### src/rtl/parity_pkg.sv
/*
 * constants, types and state layout for the command/address parity checker
 * and clock-output control block.
 * assumes one core clock at 50 MHz and an active-low asynchronous reset.
 */
package parity_pkg;

   // word and pin widths
   localparam int ROW_COL_W = 16;
   localparam int BANK_W = 3;
   localparam int CS_W = 4;
   localparam int CLK_PAIRS = 4;
   localparam int MODE_W = 4;

   // mode control word bit that disables the four clock pairs
   localparam int MODE_CLK_OFF_BIT = 0;

   // error pulse timing in core clock cycles
   localparam int ERR_DELAY_CYC = 3;
   localparam logic [1:0] ERR_HOLD_CYC = 2'h2;

   // a clock input that stands still this long counts as static
   localparam int CORE_CLK_MHZ = 50;
   localparam int STATIC_TIME_NS = 1000;
   localparam int STATIC_CYC = (STATIC_TIME_NS * CORE_CLK_MHZ + 999) / 1000;
   localparam int STATIC_CNT_W = 8;
   localparam logic [STATIC_CNT_W-1:0] STATIC_CNT_MAX = STATIC_CNT_W'(STATIC_CYC);

   // reset values
   localparam logic ERR_IDLE_N = 1'b1;

   // command/address word covered by parity
   typedef struct packed {
      logic [ROW_COL_W-1:0] row_col_addr;
      logic [BANK_W-1:0] bank_addr;
      logic row_strobe_n;
      logic col_strobe_n;
      logic write_strobe_n;
   } ca_word_t;

   localparam int CA_W = $bits(ca_word_t);

   // one driven differential output pair
   typedef struct packed {
      logic pos;
      logic neg;
      logic oe;
   } diff_out_t;

   // state of the input clock as seen by the core clock
   typedef enum logic [2:0] {
      CLK_RUN = 3'b001,
      CLK_STOP_LOW = 3'b010,
      CLK_STOP_HOLD = 3'b100
   } clk_mode_t;

   // all state of the checker
   typedef struct packed {
      clk_mode_t clk_mode;
      logic [STATIC_CNT_W-1:0] static_cnt;
      logic ck_prev;
      ca_word_t word;
      logic sel;
      logic fail_a;
      logic fail_b;
      logic err_n;
      logic [1:0] hold_cnt;
      diff_out_t y;
      diff_out_t fb;
      logic pll_on;
      logic pll_bypass;
   } chk_state_t;

endpackage : parity_pkg
### src/rtl/cmd_parity_check_clock_out.sv
/*
 * command/address even-parity checker with open-drain error output, plus the
 * enable, float and bypass control of the clock and feedback clock outputs.
 * assumes command, address, chip select and parity come from logic on
 * core_clk; the input clock levels and analog supply sense are pin levels.
 */
`timescale 1ns/1ps
module cmd_parity_check_clock_out (
   // clock and reset
   input wire logic core_clk,
   input wire logic rst_n,
   // command and address from the controller
   input wire logic [parity_pkg::CS_W-1:0] chip_select_in_n,
   input wire logic [parity_pkg::ROW_COL_W-1:0] row_col_addr_in,
   input wire logic [parity_pkg::BANK_W-1:0] bank_addr_in,
   input wire logic row_strobe_in_n,
   input wire logic col_strobe_in_n,
   input wire logic write_strobe_in_n,
   input wire logic [1:0] clk_enable_in,
   input wire logic [1:0] termination_ctrl_in,
   input wire logic parity_bit_in,
   // input clock pair levels and supply sense
   input wire logic ck_in,
   input wire logic ck_n_in,
   input wire logic analog_supply,
   // clock driver mode control word
   input wire logic [parity_pkg::MODE_W-1:0] drv_mode_word,
   // open-drain error pin, drives low while oe is high
   output logic parity_error_out_n,
   output logic parity_error_oe,
   // clock output pairs
   output logic [parity_pkg::CLK_PAIRS-1:0] clock_out_pair,
   output logic [parity_pkg::CLK_PAIRS-1:0] clock_out_pair_n,
   output logic clock_out_oe,
   // feedback clock pair
   output logic feedback_clock_out,
   output logic feedback_clock_out_n,
   output logic feedback_clock_oe,
   // pll status
   output logic pll_on,
   output logic pll_bypass
);

   parity_pkg::chk_state_t st_r;
   parity_pkg::chk_state_t st_nxt;
   parity_pkg::ca_word_t word_in;
   logic [2:0] pin_sync;
   logic ck_s;
   logic ck_n_s;
   logic analog_s;
   logic clock_out_enable;
   logic [parity_pkg::CA_W-1:0] ca_bits;
   logic [parity_pkg::CA_W:0] ones_acc;
   logic word_odd;
   logic advance;

   // pin levels are asynchronous to the core clock
   level_sync #(
      .WIDTH(3)
   ) u_pin_sync (
      .core_clk(core_clk),
      .rst_n(rst_n),
      .async_in({ck_in, ck_n_in, analog_supply}),
      .sync_out(pin_sync)
   );

   assign ck_s = pin_sync[2];
   assign ck_n_s = pin_sync[1];
   assign analog_s = pin_sync[0];

   // enable tracks its mode word bit directly, high means the clock pairs float; the feedback clock keeps driving
   assign clock_out_enable = drv_mode_word[parity_pkg::MODE_CLK_OFF_BIT];

   // only address, bank and command strobes enter the word;
   // clock enables, termination and chip selects are left out
   assign word_in.row_col_addr = row_col_addr_in;
   assign word_in.bank_addr = bank_addr_in;
   assign word_in.row_strobe_n = row_strobe_in_n;
   assign word_in.col_strobe_n = col_strobe_in_n;
   assign word_in.write_strobe_n = write_strobe_in_n;

   // running XOR over the registered word, one gate per bit
   assign ca_bits = st_r.word;
   assign ones_acc[0] = 1'b0;
   generate
      for (genvar i = 0; i < parity_pkg::CA_W; i++)
      begin : g_ones
         assign ones_acc[i+1] = ones_acc[i] ^ ca_bits[i];
      end
   endgenerate

   // low bit of the count of ones is all that parity needs
   assign word_odd = ones_acc[parity_pkg::CA_W];

   // the checker only moves while the input clock toggles
   assign advance = (st_r.clk_mode == parity_pkg::CLK_RUN);

   // next state
   always_comb
   begin
      st_nxt = st_r;

      // static clock detection: any change of ck restarts the count
      st_nxt.ck_prev = ck_s;
      if (ck_s != st_r.ck_prev)
      begin
         st_nxt.static_cnt = '0;
         st_nxt.clk_mode = parity_pkg::CLK_RUN;
      end
      else if (st_r.static_cnt != parity_pkg::STATIC_CNT_MAX)
      begin
         st_nxt.static_cnt = st_r.static_cnt + 1'b1;
      end
      else
      begin
         case (st_r.clk_mode)
            parity_pkg::CLK_RUN,
            parity_pkg::CLK_STOP_LOW,
            parity_pkg::CLK_STOP_HOLD:
            begin
               // both low parks the part; other static levels freeze it
               if (!ck_s && !ck_n_s)
                  st_nxt.clk_mode = parity_pkg::CLK_STOP_LOW;
               else
                  st_nxt.clk_mode = parity_pkg::CLK_STOP_HOLD;
            end
            default:
               st_nxt.clk_mode = parity_pkg::CLK_STOP_LOW;
         endcase
      end

      if (st_r.clk_mode == parity_pkg::CLK_STOP_LOW)
      begin
         // parked: flush the pipe so no stale error fires on restart
         st_nxt.sel = 1'b0;
         st_nxt.fail_a = 1'b0;
         st_nxt.fail_b = 1'b0;
         st_nxt.hold_cnt = '0;
         st_nxt.err_n = parity_pkg::ERR_IDLE_N;
      end
      else if (advance)
      begin
         // stage 0: register the word and whether any chip select is low
         st_nxt.word = word_in;
         st_nxt.sel = ~&chip_select_in_n;
         // stage 1: parity bit arrives one cycle after its word
         st_nxt.fail_a = st_r.sel & (word_odd ^ parity_bit_in);
         // stage 2: fail_a delayed one more edge; stage 1 already gave deselected words a clean pass
         st_nxt.fail_b = st_r.fail_a;
         // stage 3: drive the pin, third edge after the word
         if (!st_r.err_n && (st_r.hold_cnt != parity_pkg::ERR_HOLD_CYC - 2'h1))
         begin
            st_nxt.err_n = 1'b0;
            st_nxt.hold_cnt = st_r.hold_cnt + 2'h1;
         end
         else
         begin
            st_nxt.err_n = ~st_r.fail_b;
            st_nxt.hold_cnt = '0;
         end
      end
      // a static complementary clock leaves the error pin as it was

      // clock outputs follow the input level, pll or bypass alike
      st_nxt.y.pos = ck_s;
      st_nxt.y.neg = ~ck_s;
      st_nxt.fb.pos = ck_s;
      st_nxt.fb.neg = ~ck_s;
      st_nxt.y.oe = (st_r.clk_mode != parity_pkg::CLK_STOP_LOW) & ~clock_out_enable;
      st_nxt.fb.oe = (st_r.clk_mode != parity_pkg::CLK_STOP_LOW);

      // grounded analog supply bypasses the pll; timing is not guaranteed then
      st_nxt.pll_bypass = ~analog_s;
      st_nxt.pll_on = analog_s & (st_r.clk_mode != parity_pkg::CLK_STOP_LOW);
   end

   // reset floats every clock output, stops the pll and idles the error pin
   always_ff @(posedge core_clk or negedge rst_n)
   begin
      if (!rst_n)
      begin
         st_r.clk_mode <= parity_pkg::CLK_RUN;
         st_r.static_cnt <= '0;
         st_r.ck_prev <= 1'b0;
         st_r.word <= '0;
         st_r.sel <= 1'b0;
         st_r.fail_a <= 1'b0;
         st_r.fail_b <= 1'b0;
         st_r.err_n <= parity_pkg::ERR_IDLE_N;
         st_r.hold_cnt <= '0;
         st_r.y <= '0;
         st_r.fb <= '0;
         st_r.pll_on <= 1'b0;
         st_r.pll_bypass <= 1'b0;
      end
      else
      begin
         st_r <= st_nxt;
      end
   end

   // open-drain: only ever pulls low
   assign parity_error_out_n = 1'b0;
   assign parity_error_oe = ~st_r.err_n;

   // fan the single clock level out to all pairs
   assign clock_out_pair = {parity_pkg::CLK_PAIRS{st_r.y.pos}};
   assign clock_out_pair_n = {parity_pkg::CLK_PAIRS{st_r.y.neg}};
   assign clock_out_oe = st_r.y.oe;
   assign feedback_clock_out = st_r.fb.pos;
   assign feedback_clock_out_n = st_r.fb.neg;
   assign feedback_clock_oe = st_r.fb.oe;
   assign pll_on = st_r.pll_on;
   assign pll_bypass = st_r.pll_bypass;

   // clock enables and termination do not take part in parity
   logic unused_ctrl;
   assign unused_ctrl = ^{clk_enable_in, termination_ctrl_in};

endmodule : cmd_parity_check_clock_out

### src/rtl/level_sync.sv
/*
 * two-flop synchroniser for slow levels arriving from pins.
 * assumes the inputs are quasi-static relative to core_clk.
 */
`timescale 1ns/1ps
module level_sync #(
   parameter int WIDTH = 1
) (
   // clock and reset
   input wire logic core_clk,
   input wire logic rst_n,
   // levels
   input wire logic [WIDTH-1:0] async_in,
   output logic [WIDTH-1:0] sync_out
);

   logic [WIDTH-1:0] meta_r;

   // first stage feeds only the second
   always_ff @(posedge core_clk or negedge rst_n)
   begin
      if (!rst_n)
      begin
         meta_r <= '0;
         sync_out <= '0;
      end
      else
      begin
         meta_r <= async_in;
         sync_out <= meta_r;
      end
   end

endmodule : level_sync

### config.mk
export PLATFORM = sky130hd
export DESIGN_NAME = cmd_parity_check_clock_out
export DESIGN_NICKNAME = d
export VERILOG_FILES = /design/src/rtl/parity_pkg.sv /design/src/rtl/cmd_parity_check_clock_out.sv /design/src/rtl/level_sync.sv
export SDC_FILE = /design/constraint.sdc
export NUM_CORES = 1
export LEC_CHECK = 0
export ABC_AREA = 1
export BUFFER_PORTS_ARGS = -buffer_cell sky130_fd_sc_hd__buf_2
export CAP_MARGIN = 20
export CORE_MARGIN = 2
export CORE_UTILIZATION = 53
export DETAILED_ROUTE_END_ITERATION = 7
export PLACE_DENSITY = 0.88
export SLEW_MARGIN = 20
export SYNTH_ARGS = -nofsm -noshare
export SYNTH_HDL_FRONTEND = slang
export SYNTH_HIERARCHICAL = 1
export SYNTH_SLANG_ARGS = --single-unit
### constraint.sdc
create_clock -name core_clk -period 1.46 [get_ports core_clk]
set_input_delay 0.146 -clock core_clk [delete_from_list [all_inputs] [get_ports core_clk]]
set_output_delay 0.146 -clock core_clk [all_outputs]
set_load 0.02 [all_outputs]
Word level (Yosys, flattened, before mapping)
Cells that the tools add are included.
Widths: inputs -> output; s select.
- register bits: 51
- input bits: 40
- output and inout port bits: 16
- add/subtract/negate cells: 2
- equal/unequal tests: 8
- muxes and demuxes: 8
- bitwise logic cells: 31
- reductions and logical operators: 11
- operators with widths (kind ; count):
    $xor 1x1->1 ; 22
    $mux 3 ; 4
    $mux 6 ; 2
    $mux 11 ; 1
    $add 8x1->8 const B ; 1
    $mux 8 ; 1
    $ne 8x6->1 const B ; 1
    $not 1->1 ; 6
    $logic_not 1->1 ; 4
    $reduce_and 4->1 ; 1
    $reduce_bool 2->1 ; 2
    $and 1x1->1 ; 3
    $eq 3x1->1 const B ; 1
    $eq 3x2->1 const B ; 1
    $eq 3x3->1 const B ; 1
    $ne 3x2->1 const B ; 1
    $reduce_or 3->1 ; 1
    $add 2x1->2 const B ; 1
    $logic_and 1x1->1 ; 2
    $ne 2x1->1 const B ; 1
    $ne 2x2->1 const B ; 1
    $reduce_and 2->1 ; 1
    $ne 1x1->1 ; 1

Longest topological paths before layout
- depth after elaboration: 25
- gate-level depth with buffers: 15
- mapped depth without buffers: 15

Cells and area by module
Netlist, hierarchy kept.
- modules (own cells, without submodules) (module ; instances ; cells an instance ; area an instance (µm²) ; sequential area each (µm²)):
    cmd_parity_check_clock_out ; 1 ; 270 ; 2214.6 ; 1128.6
    level_sync ; 1 ; 6 ; 150.1 ; 150.1

Worst setup path before layout
No wires, ideal clock.
- path type: reg2reg
- from: register, netlist name feedback_clock_out
- to: register st_r[38] (netlist name)
- library setup time: 0.082 ns
- arrival time: 1.250 ns
- data required time: 1.378 ns
- setup slack: 0.127 ns
- stages on the path, launching flop included: 6
- path buffers: 0
- period minus slack after synthesis: 1.333 ns
- cell sequence: dfrtp_1 xnor2_1 inv_2 nor2_2 inv_2 o22ai_1
- RTL lines (item ; RTL line ; text):
    end signal, assigned ; cmd_parity_check_clock_out.sv:198 ; st_r <= st_nxt;
    end, declared ; cmd_parity_check_clock_out.sv:44 ; parity_pkg::chk_state_t st_r;

Final worst setup path
- from: register st_r, in the netlist ca_bits[2]
- to: register st_r[12] (netlist name)
- longest elaborated chain between the ends: 24
- RTL lines (item ; RTL line ; text):
    $xor 1x1->1 (20 in series) ; cmd_parity_check_clock_out.sv:88 ; assign ones_acc[i+1] = ones_acc[i] ^ ca_bits[i];
    $xor 1x1->1 ; cmd_parity_check_clock_out.sv:147 ; st_nxt.fail_a = st_r.sel & (word_odd ^ parity_bit_in);
    $and 1x1->1 ; cmd_parity_check_clock_out.sv:147 ;
    $mux 6 ; cmd_parity_check_clock_out.sv:141 ; else if (advance)
    $mux 6 ; cmd_parity_check_clock_out.sv:132 ; if (st_r.clk_mode == parity_pkg::CLK_STOP_LOW)
No other way between the ends. The select of a mux whose other input is x is not followed.
A chain may end at the register's enable or synchronous reset.

==> flow_summary.json <==
{
  "nets": 373,
  "finalCritPeriodShare_pct": 107,
  "vias": 1919,
  "drtAntennaViolNets": 0,
  "fin_ws_ps": -95.5,
  "cts.path.max_buffers": 2,
  "maxCapViolations": 0,
  "core_area_um2": 4320,
  "wl_mm": 5.02,
  "grt_use_met1_pct": 23.0,
  "p_clk_share_pct": 33.5,
  "p_int_mw": 2.48,
  "status": "finished, violations left",
  "path_class": "reg -> reg",
  "rsz0062_at_grt": "yes",
  "grt_pass1_vias": 1813,
  "routedWlPerCell_um": 13.1,
  "diodes": 0,
  "seqPwrFrac_pct": 48.5,
  "place_inst": 369,
  "final_common_cell": "nand2_1",
  "use_met2_pct": 33.2,
  "powerDensity_nw_per_um2": 1140,
  "fin_hold_ws_ps": 29.4,
  "max_freq_mhz": 643,
  "clock_skew_ps": 10.3,
  "clkSlewWorstSetupHoldPaths_ps": 90,
  "num_rows": 24,
  "violations": "setup timing",
  "synthesis.nets": 319,
  "synth_cell_types": 27,
  "setup_viol": 3,
  "grt_pass1_wl_mm": 7.53,
  "hpwl_mm": 3.38,
  "syn-instance-count": 276,
  "n_fill_cell": 341,
  "swShare_pct": 26.3,
  "track_usage_pct": 19.2,
  "overflow": 0,
  "regArea_um2": 1280,
  "placed_cell_area_um2": 2640,
  "area_growth_pct": 24.7,
  "worstPathArrival_ps": 1810,
  "post-route-util_pct": 68.2,
  "worst_ir_drop_vdd_uv": 701,
  "fp.dieH_um": 70.8,
  "cts_sinks": 51,
  "p_leak_nw": 1.56,
  "synth_warnings": 6,
  "hold_viol": 0,
  "final_cells": 383,
  "crit_fanout": 3,
  "synth_seq_cells": 51,
  "synth_area_um2": 2360,
  "synth_area_per_cell_um2": 8.57,
  "dieArea_um2": 5010,
  "grt_max_degree": 25,
  "period_minus_slack_ps": 1560,
  "antenna_found_initial": 0,
  "cts_tree": "done",
  "slew_violations": 0,
  "p_switching_mw": 0.886,
  "grt.busiest_layer": "met2",
  "crit_required_ps": 1710,
  "cts_made_buffers": 5,
  "worstSetupEndpointType": "flip-flop",
  "drt_iter0_drc": 90,
  "fin_area_um2": 2950,
  "p_comb_share_pct": 18.0,
  "cts_root_buf": "clkbuf_8",
  "grt_use_met3_pct": 4.42,
  "ioPinCount": 56,
  "gp_congestion": 0.863,
  "io_buffers": 47,
  "die_x_um": 70.8,
  "viasPerCell": 5.01,
  "startpoint_type": "flip-flop",
  "insertion_delay_ps": 300,
  "start_util_pct": 54.7,
  "dr.pass1.iters": 4,
  "layout-drive-gt1-share_pct": 30.2,
  "hp-class": "in -> reg",
  "seq_area_frac_synth_pct": 54.1,
  "mostFrequentLayoutCells": "nand2_1 (95), dfrtp_1 (49), buf_2 (47)",
  "htree_levels": 2,
  "multi_input_area_um2": 985,
  "drc_errors": 0
}
[path summary, 6_finish.rpt]
kind	start	end	slack, ps	depth (start not counted)
worst max register to register	ca_bits[2]	st_r[12]	-100	15
max in group asynchronous	rst_n	st_r[10]	560	3
worst min register to register	u_pin_sync/meta_r[0]	u_pin_sync/sync_out[0]	340	0
worst max-delay path	ca_bits[2]	st_r[12]	-100	15
min in group asynchronous	rst_n	ca_bits[16]	300	2
worst min-delay path	row_col_addr_in[14]	ca_bits[20]	30	3
[layout make-up]
type	instances	area share (%)
sequential	51	43.4
multi-input combinational	178	33.4
timing repair buffer	60	12.2
inverter	34	4.33
clock buffer	6	2.46
tap	52	2.21
clock inverter	2	2.04
[repair_timing]
action / CTS / global route
setup endpoints to repair: 0 / 6
gates resized for setup: 0 / 31
hold buffers: 4 / 0
endpoints found under the hold margin: 16 / 0
buffers inserted: 0 / 2
[Yosys cell counts]
master / count / share of area [%]
xnor2_1: 9 / 3.3
nor3b_1: 1 / 0.32
xor2_1: 7 / 2.6
nor4_1: 1 / 0.26
nor2_2: 1 / 0.26
o22ai_1: 3 / 0.79
a22o_1: 1 / 0.37
inv_2: 8 / 1.3
buf_2: 4 / 0.85
a21oi_1: 4 / 0.85
o21ai_1: 6 / 1.3
nor2_1: 10 / 1.6
nor4_2: 1 / 0.53
nand4_1: 2 / 0.53
buf_4: 9 / 2.9
conb_1: 1 / 0.16
nand3_1: 10 / 2.1
o21ai_0: 6 / 1.3
o22ai_2: 1 / 0.53
nand2_1: 106 / 17
nand3b_1: 1 / 0.32
dfstp_2: 2 / 2.2
inv_1: 26 / 4.1
ha_1: 3 / 1.6
nor3_4: 1 / 0.69
dfrtp_1: 49 / 52
nor3_1: 3 / 0.63
[metal layers]
metal / share of wire (%) / vias to the layer above
li1: - / 946
met1: 41 / 895
met2: 51 / 59
met3: 4.6 / 19
met4: 2.9 / 0
met5: 0 / -
[stage by stage]
| stage | setup slack, ps | TNS [ps] | power [mW] |
|---|---|---|---|
| after global placement | 76.8 | 0 | 2.14 |
| after global routing | -282 | -671 | 3.54 |
| final | -95.5 | -137 | 3.37 |
| after floorplan | 127 | 0 | 2.00 |
| after CTS | 7.91 | 0 | 3.31 |
| after detailed placement | 13.9 | 0 | 2.17 |
[cells by family after synthesis]
| logic type | after synthesis | share of synthesized area [%] |
|---|---|---|
| AOI/OAI and AO/OA | 21 | 5.08 |
| xor gates and xnor gates | 16 | 5.93 |
| adders and majority gates | 3 | 1.59 |
| buffers and inverters | 47 | 9.10 |
| DFF | 51 | 54.1 |
| other | 1 | 0.159 |
| and+or+nand+nor | 137 | 24.1 |
[critical path, stage by stage (launching register included)]
cell,delay [ps]
dfrtp_1,420
nand2_2,110
inv_2,40
nor2_2,120
nand2_2,90
nand2_2,80
nand2_2,70
nand2_2,70
nand2_2,70
nand2_2,70
nand2_2,60
nand2_1,70
nand2_1,50
nand2_1,60
nand2_1,60
nand2_1,60
[power by group through the flow]
stage          registers (mW)  clock network (mW)  logic, mW
2_1_floorplan            1.64                   0      0.360
3_3_place_gp             1.64                   0      0.497
3_5_place_dp             1.65                   0      0.519
4_1_cts                  1.63                1.16      0.529
5_1_grt                  1.65                1.21      0.690
6_report                 1.63                1.13      0.607
[state kept, by name, summed over array words and instances, names as in the netlist]
name	count
feedback_clock_oe	1
clock_out_oe	1
pll_bypass	1
u_pin_sync/sync_out	3
u_pin_sync/meta_r	3
ca_bits	22
pll_on	1
feedback_clock_out_n	1
feedback_clock_out	1
st_r	17
No activity file was read; power rests on OpenSTA's default activity.
